===== src/common/plrd_map.vh =====
// Register map, field positions, reset values and timing constants of the reference divider and lock detector.
`ifndef PLRD_MAP_VH
`define PLRD_MAP_VH
// ======================================================================
// Register indices (byte address is four times the index)
`define PLRD_IDX_STATUS 6'h00
`define PLRD_IDX_RDIV 6'h06
`define PLRD_IDX_REFBUF 6'h0B
`define PLRD_IDX_LOCKCFG 6'h0C
`define PLRD_IDX_DETCTL 6'h0D
`define PLRD_IDX_PINMASK 6'h10
`define PLRD_IDX_IRQSTAT 6'h11
`define PLRD_IDX_IRQMASK 6'h12
// ======================================================================
// Status layout, shared by the status, pin mask, event and event mask registers
`define PLRD_ST_LOCK 0
`define PLRD_ST_UNLOCK 1
`define PLRD_ST_HICLAMP 2
`define PLRD_ST_LOCLAMP 3
// ======================================================================
// Field positions
`define PLRD_BOOST_BIT 2
`define PLRD_WIN_LSB 2
`define PLRD_DETRST_BIT 0
`define PLRD_LIN_BIT 1
// ======================================================================
// Reset values
`define PLRD_RST_RATIO 5'h01
`define PLRD_RST_REFBUF 3'h0
`define PLRD_RST_LOCKCFG 5'h00
`define PLRD_RST_DETCTL 2'h1
`define PLRD_RST_MASK 4'h3
// ======================================================================
// Lock counts and window times in picoseconds
`define PLRD_COUNT1 12'h020
`define PLRD_COUNT2 12'h100
`define PLRD_COUNT3 12'h800
`define PLRD_CLK_PS 40000
`define PLRD_WIN0_PS 5000
`define PLRD_WIN1_PS 7350
`define PLRD_WIN2_PS 10700
`define PLRD_WIN3_PS 15800
`define PLRD_WIN4_PS 23000
`define PLRD_WIN5_PS 34500
`define PLRD_WIN6_PS 50500
`define PLRD_WIN7_PS 76000
`endif


===== src/verilog/plrd_core.v =====
// Reference divider, phase detector control and lock indicator behind an AHB-Lite register slave.
`timescale 1ns/100ps
`include "plrd_map.vh"
// Contract
// [RL1] Reference divider is 5 bits, any ratio 1 through 31.
// [RL2] Divide ratio is the plain value in register h06.
// [RL3] Detector up/down pulse width follows divider edge phase difference.
// [RL4] Detector reset bit set: no up or down pulses.
// [RL5] Lock and unlock flags on status pin and in register h00.
// [RL6] Window code 0..7 selects 5.0ns up to 76.0ns; the code rounds every one to a single 40ns clock cycle.
// [RL7] Fractional mode: software picks window from VCO frequency and linearizer.
// [RL8] Integer mode: software picks window from detector frequency.
// [RL9] Lock only after programmed successive in-window comparisons.
// [RL10] Count code: 0 disables, 1=32, 2=256, 3=2048.
// [RL11] Phase beyond window: set unlock, clear lock at once.
// [RL12] Unlock clears on the first in-window comparison.
// [RL13] Flags valid only while the reference runs; clocked from reference path.
// [RL14] Software sets filter code by reference frequency; code 2 unused.
// [RL15] Software sets boost when reference swing below 2V peak-to-peak.
// [RL16] Comparison tolerates per-cycle phase wander within the window.
// [RL17] Status pin is masked OR of lock, unlock, high and low clamp.
// [RL18] Successive counter restarts when out of window, saturates at lock.
// [RL19] One comparison per detector cycle, between matching divider edges.
module plrd_core #(
  parameter CNT_W = 12
) (
  input wire hclk,
  input wire hresetn,
  input wire clk_en,
  input wire hsel,
  input wire [31:0] haddr,
  input wire [1:0] htrans,
  input wire hwrite,
  input wire [2:0] hsize,
  input wire [31:0] hwdata,
  input wire hready,
  output reg [31:0] hrdata,
  output reg hreadyout,
  output reg hresp,
  input wire ref_in,
  input wire fb_in,
  input wire high_clamp_flag,
  input wire low_clamp_flag,
  output reg ref_div_out,
  output reg pd_up,
  output reg pd_dn,
  output reg stat_out,
  output reg irq,
  output reg [1:0] ref_filter_select,
  output reg ref_boost_bit,
  output reg linearizer_enable
);
  // ======================================================================
  // Window length in clock cycles: a longest time rounds down, never below one cycle.
  function [1:0] plrd_win_cyc;
    input integer t_ps;
    integer c;
    begin
      c = t_ps / `PLRD_CLK_PS;
      if (c < 1) begin
        c = 1;
      end
      plrd_win_cyc = c[1:0];
    end
  endfunction

  reg [1:0] sync1_r, sync2_r, prev_r;
  reg [1:0] clamp1_r, clamp2_r;
  reg [4:0] ratio_r;
  reg [2:0] win_sel_r;
  reg [1:0] cnt_sel_r;
  reg detector_reset_bit_r;
  reg [3:0] pin_mask_r, irq_stat_r, irq_mask_r;
  reg wr_pend_r;
  reg [5:0] wr_idx_r;
  reg [4:0] rdiv_cnt_r;
  reg [CNT_W-1:0] lock_cnt_r;
  reg [1:0] ph_cnt_r;
  reg lock_flag_bit, unlock_flag_bit;
  reg [1:0] win_cyc;
  reg [CNT_W-1:0] target;
  reg [31:0] rd_mux;
  wire ref_rise, fb_rise, ref_div_pulse, addr_ok, lk_en;
  wire [5:0] a_idx;
  wire [3:0] stat_vec, ev_vec;
  reg cmp_done, cmp_in, early_out;
  reg lock_nxt, unlock_nxt;

  // ======================================================================
  // Input synchronisers: reference, feedback and clamp flags come from pins.
  always @(posedge hclk or negedge hresetn) begin
    if (!hresetn) begin
      sync1_r <= 2'h0;
      sync2_r <= 2'h0;
      prev_r <= 2'h0;
      clamp1_r <= 2'h0;
      clamp2_r <= 2'h0;
    end else if (clk_en) begin
      sync1_r <= {fb_in, ref_in};
      sync2_r <= sync1_r;
      prev_r <= sync2_r;
      clamp1_r <= {low_clamp_flag, high_clamp_flag};
      clamp2_r <= clamp1_r;
    end
  end
  // Edge detection reads only the second stage and its delayed copy.
  assign ref_rise = sync2_r[0] & ~prev_r[0]; // RL13
  assign fb_rise = sync2_r[1] & ~prev_r[1];

  // ======================================================================
  // Reference divider; a ratio of zero is treated as one so the detector never starves.
  assign ref_div_pulse = ref_rise && (rdiv_cnt_r + 5'h01 >= ratio_r); // RL1 RL2
  always @(posedge hclk or negedge hresetn) begin
    if (!hresetn) begin
      rdiv_cnt_r <= 5'h00;
      ref_div_out <= 1'b0;
    end else if (clk_en) begin
      ref_div_out <= ref_div_pulse;
      if (ref_div_pulse) begin
        rdiv_cnt_r <= 5'h00;
      end else if (ref_rise) begin
        rdiv_cnt_r <= rdiv_cnt_r + 5'h01;
      end
    end
  end

  // ======================================================================
  // Window length and required count from the configuration codes.
  always @* begin
    case (win_sel_r)
      3'h0: win_cyc = plrd_win_cyc(`PLRD_WIN0_PS); // RL6
      3'h1: win_cyc = plrd_win_cyc(`PLRD_WIN1_PS);
      3'h2: win_cyc = plrd_win_cyc(`PLRD_WIN2_PS);
      3'h3: win_cyc = plrd_win_cyc(`PLRD_WIN3_PS);
      3'h4: win_cyc = plrd_win_cyc(`PLRD_WIN4_PS);
      3'h5: win_cyc = plrd_win_cyc(`PLRD_WIN5_PS);
      3'h6: win_cyc = plrd_win_cyc(`PLRD_WIN6_PS);
      default: win_cyc = plrd_win_cyc(`PLRD_WIN7_PS);
    endcase
    case (cnt_sel_r)
      2'h1: target = `PLRD_COUNT1; // RL10
      2'h2: target = `PLRD_COUNT2;
      default: target = `PLRD_COUNT3;
    endcase
  end
  assign lk_en = (cnt_sel_r != 2'h0); // RL10

  // ======================================================================
  // Comparison: it ends at the second of the two matching divider edges. Phase is
  // measured with one clock cycle of resolution, so all eight windows, 5.0ns to 76.0ns, come to one cycle.
  always @* begin
    cmp_done = 1'b0;
    cmp_in = 1'b0;
    early_out = 1'b0;
    if (!detector_reset_bit_r) begin
      if ((ref_div_pulse && (pd_dn || fb_rise)) || (fb_rise && pd_up)) begin
        cmp_done = 1'b1; // RL19
        cmp_in = (ph_cnt_r < win_cyc); // RL16
      end else if ((pd_up || pd_dn) && ph_cnt_r == win_cyc) begin
        early_out = 1'b1; // RL11
      end
    end
    lock_nxt = lock_flag_bit;
    unlock_nxt = unlock_flag_bit;
    if (!lk_en) begin
      lock_nxt = 1'b0;
      unlock_nxt = 1'b0;
    end else if (early_out || (cmp_done && !cmp_in)) begin
      lock_nxt = 1'b0; // RL11
      unlock_nxt = 1'b1;
    end else if (cmp_done) begin
      unlock_nxt = 1'b0; // RL12
      if (lock_cnt_r + {{(CNT_W-1){1'b0}}, 1'b1} >= target) begin
        lock_nxt = 1'b1; // RL9
      end
    end
  end

  // ======================================================================
  // Detector pulses, phase counter and successive counter.
  always @(posedge hclk or negedge hresetn) begin
    if (!hresetn) begin
      pd_up <= 1'b0;
      pd_dn <= 1'b0;
      ph_cnt_r <= 2'h0;
      lock_cnt_r <= {CNT_W{1'b0}};
      lock_flag_bit <= 1'b0;
      unlock_flag_bit <= 1'b0;
    end else if (clk_en) begin
      lock_flag_bit <= lock_nxt;
      unlock_flag_bit <= unlock_nxt;
      if (detector_reset_bit_r) begin
        pd_up <= 1'b0; // RL4
        pd_dn <= 1'b0;
        ph_cnt_r <= 2'h0;
      end else if (cmp_done) begin
        pd_up <= 1'b0; // RL3
        pd_dn <= 1'b0;
        ph_cnt_r <= 2'h0;
      end else begin
        if (ref_div_pulse) begin
          pd_up <= 1'b1; // RL3
        end
        if (fb_rise) begin
          pd_dn <= 1'b1;
        end
        if ((pd_up || pd_dn) && ph_cnt_r != 2'h3) begin
          ph_cnt_r <= ph_cnt_r + 2'h1;
        end
      end
      if (!lk_en || early_out || (cmp_done && !cmp_in)) begin
        lock_cnt_r <= {CNT_W{1'b0}}; // RL18
      end else if (cmp_done && !lock_nxt) begin
        lock_cnt_r <= lock_cnt_r + {{(CNT_W-1){1'b0}}, 1'b1}; // RL18
      end
    end
  end

  // ======================================================================
  // Status vector, pin output and interrupt events (rising edges of lock and unlock, levels of the clamp flags).
  assign stat_vec = {clamp2_r[1], clamp2_r[0], unlock_flag_bit, lock_flag_bit}; // RL5
  assign ev_vec = {clamp2_r[1], clamp2_r[0], unlock_nxt & ~unlock_flag_bit, lock_nxt & ~lock_flag_bit};

  // ======================================================================
  // AHB-Lite slave: zero wait states, read data registered in the address phase.
  assign a_idx = haddr[7:2];
  assign addr_ok = hsel && hready && htrans[1];
  always @* begin
    rd_mux = 32'h00000000;
    case (a_idx)
      `PLRD_IDX_STATUS: rd_mux[3:0] = stat_vec; // RL5
      `PLRD_IDX_RDIV: rd_mux[4:0] = ratio_r;
      `PLRD_IDX_REFBUF: rd_mux[2:0] = {ref_boost_bit, ref_filter_select};
      `PLRD_IDX_LOCKCFG: rd_mux[4:0] = {win_sel_r, cnt_sel_r};
      `PLRD_IDX_DETCTL: rd_mux[1:0] = {linearizer_enable, detector_reset_bit_r};
      `PLRD_IDX_PINMASK: rd_mux[3:0] = pin_mask_r;
      `PLRD_IDX_IRQSTAT: rd_mux[3:0] = irq_stat_r;
      `PLRD_IDX_IRQMASK: rd_mux[3:0] = irq_mask_r;
      default: rd_mux = 32'h00000000;
    endcase
  end

  // Register writes land at the data phase; event sets win over a same-cycle clear.
  always @(posedge hclk or negedge hresetn) begin
    if (!hresetn) begin
      hrdata <= 32'h00000000;
      hreadyout <= 1'b1;
      hresp <= 1'b0;
      wr_pend_r <= 1'b0;
      wr_idx_r <= 6'h00;
      ratio_r <= `PLRD_RST_RATIO;
      {ref_boost_bit, ref_filter_select} <= `PLRD_RST_REFBUF;
      {win_sel_r, cnt_sel_r} <= `PLRD_RST_LOCKCFG;
      {linearizer_enable, detector_reset_bit_r} <= `PLRD_RST_DETCTL;
      pin_mask_r <= `PLRD_RST_MASK;
      irq_stat_r <= 4'h0;
      irq_mask_r <= 4'h0;
      stat_out <= 1'b0;
      irq <= 1'b0;
    end else if (clk_en) begin
      hreadyout <= 1'b1;
      hresp <= 1'b0;
      wr_pend_r <= addr_ok && hwrite;
      if (addr_ok) begin
        wr_idx_r <= a_idx;
      end
      if (addr_ok && !hwrite) begin
        hrdata <= rd_mux;
      end
      if (wr_pend_r) begin
        case (wr_idx_r)
          `PLRD_IDX_RDIV: ratio_r <= hwdata[4:0]; // RL2
          `PLRD_IDX_REFBUF: {ref_boost_bit, ref_filter_select} <= hwdata[2:0];
          `PLRD_IDX_LOCKCFG: {win_sel_r, cnt_sel_r} <= hwdata[4:0];
          `PLRD_IDX_DETCTL: {linearizer_enable, detector_reset_bit_r} <= hwdata[1:0];
          `PLRD_IDX_PINMASK: pin_mask_r <= hwdata[3:0];
          `PLRD_IDX_IRQMASK: irq_mask_r <= hwdata[3:0];
          default: ;
        endcase
      end
      if (wr_pend_r && wr_idx_r == `PLRD_IDX_IRQSTAT) begin
        irq_stat_r <= (irq_stat_r & ~hwdata[3:0]) | ev_vec;
      end else begin
        irq_stat_r <= irq_stat_r | ev_vec;
      end
      stat_out <= |(stat_vec & pin_mask_r); // RL17
      irq <= |(irq_stat_r & irq_mask_r);
    end
  end
endmodule


===== config.mk =====
export PLATFORM = sky130hd
export DESIGN_NAME = plrd_core
export DESIGN_NICKNAME = d
export VERILOG_FILES = /design/src/verilog/plrd_core.v
export VERILOG_INCLUDE_DIRS = /design/src /design/src/common
export SDC_FILE = /design/constraint.sdc
export NUM_CORES = 1
export LEC_CHECK = 0
export BUFFER_PORTS_ARGS = -buffer_cell sky130_fd_sc_hd__buf_4
export CORE_UTILIZATION = 30
export DETAILED_ROUTE_END_ITERATION = 6
export PLACE_DENSITY = 0.61
export SLEW_MARGIN = 25
export SYNTH_ARGS = -nofsm -noshare
export SYNTH_HDL_FRONTEND = slang
export SYNTH_SLANG_ARGS = --single-unit

===== constraint.sdc =====
create_clock -name hclk -period 6.65 [get_ports hclk]
set_input_delay 0.3325 -clock hclk [delete_from_list [all_inputs] [get_ports hclk]]
set_output_delay 0.3325 -clock hclk [all_outputs]
set_load 0.02 [all_outputs]

Word level (Yosys, flattened, before mapping)
Index checks and enable logic that the tools add are counted.
Widths: inputs -> output; s select.
- register bits after elaboration: 75
- latch bits: 0
- memory bits (writable): 0
- bits in read-only memories: 0
- bits of input ports: 79
- word-level logic and storage cells: 143
- memories: 0
- add/sub/neg operators: 3
- multipliers: 0
- div/mod/pow operators: 0
- order comparisons: 3
- eq/ne operators: 18
- shift operators: 0
- mux-type cells: 33
- bitwise gates (word level): 14
- reduce and logical (&&, ||, !) cells: 44
- operators by type and width (cell ; number):
    $eq 6x4->1 const B ; 6
    $eq 6x5->1 const B ; 6
    $mux 12 ; 2
    $pmux 12 s2 ; 1
    $mux 1 ; 20
    $reduce_and 3->1 ; 6
    $pmux 2 s8 ; 1
    $reduce_and 2->1 ; 7
    $add 12x1->12 const B ; 1
    $and 4x4->4 ; 3
    $eq 6x3->1 const B ; 2
    $ge 12x12->1 ; 1
    $logic_and 1x1->1 ; 12
    $mux 5 ; 2
    $reduce_bool 3->1 ; 3
    $or 4x4->4 ; 2
    $reduce_or 4->1 ; 2
    $pmux 1 s7 ; 1
    $logic_not 6->1 ; 1
    $logic_or 1x1->1 ; 6
    $mux 2 ; 3
    $pmux 1 s6 ; 1
    $reduce_bool 2->1 ; 3
    $add 5x1->5 const B ; 1
    12 further kinds ; 22

Depth between registers and ports, before layout
- word-level depth: 16
- depth in mapped cells: 13

Least setup slack after synthesis
OpenSTA, ideal clock, no wires.
- path kind: register to register
- start: register lock_cnt_r[0]
- end: register lock_cnt_r[7]
- library setup time: 131 ps
- arrival: 2740 ps
- data required time: 6519 ps
- slack: 3779 ps
- stages on the path, launching flop included: 13
- buffers on the path: 0
- path through: dfrtp_1 ha_1 and3_1 nand3_1 xnor2_1 ha_1 or3_1 a41oi_1 a31oi_1 a21oi_1 nand3_1 and3_1 or3_1
- word-level cells in the longest chain between the ends: 10
- RTL lines (item ; RTL line ; RTL):
    start: declaration ; plrd_core.v:77 ; reg [CNT_W-1:0] lock_cnt_r;
    start signal: assignment ; plrd_core.v:186 ; lock_cnt_r <= {CNT_W{1'b0}};
    start signal: assignment ; plrd_core.v:212 ; lock_cnt_r <= {CNT_W{1'b0}};
    start signal: assignment ; plrd_core.v:214 ; lock_cnt_r <= lock_cnt_r + {{(CNT_W-1){1'b0}}, 1'b1};
    $add 12x1->12 * ; plrd_core.v:173, plrd_core.v:214 ;
    $ge 12x12->1 ; plrd_core.v:173 ; if (lock_cnt_r + {{(CNT_W-1){1'b0}}, 1'b1} >= target) begin
    $mux 1 ; plrd_core.v:173 ;
    $mux 1 ; plrd_core.v:171 ; end else if (cmp_done) begin
    $mux 1 ; plrd_core.v:168 ; end else if (early_out || (cmp_done && !cmp_in)) begin
    $mux 1 ; plrd_core.v:165 ; if (!lk_en) begin
    $logic_not 1->1 ; plrd_core.v:213 ; end else if (cmp_done && !lock_nxt) begin
    $logic_and 1x1->1 ; plrd_core.v:213 ;
    $reduce_bool 2->1 (no source line) ; -- ;
    $reduce_and 2->1 (no source line) ; -- ;
Every way passes the cells marked *; elsewhere a longest branch is shown, timed or not. The select of a mux whose other input is x is not followed.
A chain may end at the register's enable or synchronous reset.

Worst setup path after layout
Ends and elaborated chain as after synthesis.

==> run_results.csv <==
group,metric,value,unit
routing,wl,9340,µm
worst_setup_path,reg2reg_slack,3.29,ns
worst_setup_path,path_class,"reg2reg",
timing,setup_violations,0,
clock_tree,cts_setup_buffers,0,
worst_setup_path,critPathLaunchType,"flip-flop",
power,p_int,958,µW
routing,wl_met1,4270,µm
power,pwr-share-comb,0.217,
power,p_leak,2.24,nW
finish,final_nets,547,
finish,fillerInstances,1391,
power,p_per_area,275,nW/µm²
finish,drive_gt1_frac,0.212,
place,dp_hpwl,6960,µm
floorplanning,start_util,0.309,
yosys,synthTopCellsByArea,"dfrtp_1 (41%), mux2_2 (9.9%), buf_4 (5.0%)",
routing,drc,0,
routing,num_vias,3221,
routing,wire_per_inst,14.7,µm
yosys,synth_top_cell_area_share,0.412,
global_routing,grt_pass1_vias,3208,
floorplanning,num_rows,43,
power,power_frac_clock,0.375,
yosys,syn_inst,418,
power,ir_worst_vdd,133,µV
timing,timing.final.crit_share,0.506,
routing,wl_met2,4560,µm
finish,post-route-util,0.355,
finish,regArea,1880,µm²
clock_tree,cts_buffers,9,
place,gp_congestion,0.871,
status,status,"completed",
yosys,ys_seq_area_frac,0.436,
routing,drt_iter0_drc,174,
routing,routed.top_layer,"met4",
clock_tree,cts-root-buf,"clkbuf_16",
clock_tree,cts_sinks,75,
yosys,ys.flop_type,"dfrtp_1",
timing,setup_tns,0,ns
yosys,yosysTopAreaCell,"dfrtp_1",
timing,max_slew_margin,0.437,
worst_setup_path,worstPathMaxFanout,10,
power,p_sw_frac,0.295,
worst_setup_path,cpPeakStageDelay,0.45,ns
floorplanning,die-area,14900,µm²
yosys,postSynthAreaPerCell,10.3,µm²
worst_setup_path,timing.rr.end,"lock_cnt_r[7]$_DFFE_PN0P_",
clock_tree,cts_resized,0,
timing,finalClockSkew,0.00698,ns
clock_tree,clk_latency,0.33,ns
yosys,synth-edff-count,0,
yosys,synth.most_common_cell,"dfrtp_1",
floorplanning,io_pins,122,
clock_tree,clockBufferDepth,2,
yosys,synth_cell_types,60,
worst_setup_path,cpMaxStageDelayCell,"dfrtp_1",
yosys,ys_ff_latch,75,
finish,antenna_cells_inserted,0,
place,placed_area,4630,µm²
worst_setup_path,worstReg2RegStart,"lock_cnt_r[0]$_DFFE_PN0P_",
finish,area_growth,14.8,%
floorplanning,die_height,122,µm
timing,rsz0062_at_grt,"false",
power,seq_power_share,0.409,
worst_setup_path,reg2regPathDepth,12,
yosys,synth.top_cells.by_count,"dfrtp_1 (71), mux2_2 (38), nand2_1 (32), buf_4 (29), nor2_1 (26)",
floorplanning,core_area,13900,µm²
clock_tree,clk_pin_slew_worst_paths,0.05,ns
yosys,synthArstFlopShare,1.00,
job,drv_cap,0,
timing,tightest_slew,0.833,ns
place,io_buffer_count,35,
worst_setup_path,cp.required,6.85,ns
clock_tree,h-tree-depth,3,
floorplanning,die_w,122,µm
global_routing,grt_use_total,0.136,
worst_setup_path,critPathCaptureType,"flip-flop",
finish,multi_input_area,2200,µm²
worst_setup_path,crit_arrival,3.56,ns
global_routing,grt_max_degree,76,
clock_tree,cts_tree,"built",
routing,dr.pass1.iters,5,
timing,max_freq,297,MHz
timing,slew_violations,0,
global_routing,grt_antenna_before_repair,0,
timing,min_period,3.36,ns
clock_tree,ctsHoldBuffers,0,
yosys,yosysWarnings,0,
global_routing,grt_overflow,0,
finish,final_area,4950,µm²
routing,drt.antenna.violating_nets,0,
worst_setup_path,crit_chain,"ha_1 > and3_1 > nand3_1 > xnor2_1 > ha_1 > or3_1 > a41oi_1 > a31oi_1 > a21oi_1 > nand3_1 > and3_1 > or3_1",
timing,hold_viol,0,
routing,routed-wl-met3,291,µm
global_routing,grt_pass1_wl,15700,µm
power,p_sw,401,µW
yosys,syn_area,4310,µm²
hold_path,hold_path_class,"in2async",
routing,via_per_inst,5.06,
[metrics by stage]
| stage | power [mW] | instances | hold slack [ns] | worst slack (ns) |
|---|---|---|---|---|
| floorplan | 0.774 | 445 | 0.0369 | 3.78 |
| global placement | 0.850 | 621 | 0.477 | 3.38 |
| detailed placement | 0.861 | 621 | 0.489 | 3.35 |
| CTS | 1.37 | 637 | 0.182 | 3.33 |
| global route | 1.44 | 637 | 0.0771 | 3.09 |
| finish | 1.36 | 637 | 0.0219 | 3.29 |
[layout make-up]
type | count | share of cell area
clock buffer | 11 | 0.0470
inverter | 18 | 0.0137
timing repair buffer | 35 | 0.0539
multi-input combinational | 313 | 0.444
sequential | 75 | 0.380
clock inverter | 5 | 0.0157
tap | 180 | 0.0455
[metal layers]
layer | GRT usage | up-vias
met5 | 0 | -
met4 | 0.0702 | 0
met3 | 0.0192 | 18
met2 | 0.227 | 79
met1 | 0.170 | 1585
li1 | - | 1539
[worst max-delay path, delay by kind of cell, from the launching register on]
kind	cells	cell delay, ns
compound gates	3	0.49
simple gates	6	1.66
xor+xnor	1	0.17
flops	1	0.45
fa+ha+maj	2	0.47
[sequential cells by signal (all words and copies together) (netlist names), 3 cells and up]
signal / cells
hrdata: 5
irq_mask_r: 4
win_sel_r: 3
ratio_r: 5
lock_cnt_r: 12
wr_idx_r: 6
irq_stat_r: 4
rdiv_cnt_r: 5
pin_mask_r: 4
[worst max-delay path by stage]
stage / from / to
floorplan: lock_cnt_r[0]$_DFFE_PN0P_ / lock_cnt_r[7]$_DFFE_PN0P_
global placement: lock_cnt_r[0]$_DFFE_PN0P_ / lock_cnt_r[7]$_DFFE_PN0P_
detailed placement: lock_cnt_r[0]$_DFFE_PN0P_ / lock_cnt_r[7]$_DFFE_PN0P_
CTS: lock_cnt_r[0]$_DFFE_PN0P_ / lock_cnt_r[7]$_DFFE_PN0P_
global route: rdiv_cnt_r[0]$_DFFE_PN0P_ / lock_cnt_r[7]$_DFFE_PN0P_
finish: lock_cnt_r[0]$_DFFE_PN0P_ / lock_cnt_r[7]$_DFFE_PN0P_
[logic make-up (layout without fill, tap and decap cells)]
family | Yosys count | in the layout | synth area share
buffers and inverters | 57 | 69 | 0.0775
other | 2 | 29 | 0.00174
muxes | 50 | 50 | 0.129
DFF | 75 | 75 | 0.436
and+or+nand+nor | 133 | 133 | 0.159
xor gates and xnor gates | 6 | 6 | 0.0122
adders and majority gates | 16 | 16 | 0.0464
AOI/OAI and AO/OA | 79 | 79 | 0.138
[power by group through the flow]
stage / Combinational, mW / Sequential [mW] / Clock, mW
2_1_floorplan: 0.208 / 0.566 / 0
3_3_place_gp: 0.289 / 0.561 / 0
3_5_place_dp: 0.296 / 0.564 / 0
4_1_cts: 0.298 / 0.556 / 0.520
5_1_grt: 0.331 / 0.564 / 0.546
6_report: 0.294 / 0.556 / 0.509
[layout by cell type (no fill, tap or decap), types with 10 or more instances in the layout]
cell type   n
dfrtp_1    71
mux2_2     38
buf_4      34
nand2_1    32
conb_1     29
nor2_1     26
inv_1      18
nand3_1    17
ha_1       16
a21oi_1    11
o21ai_0    10
Note: power is estimated with default switching activity, not from simulation.
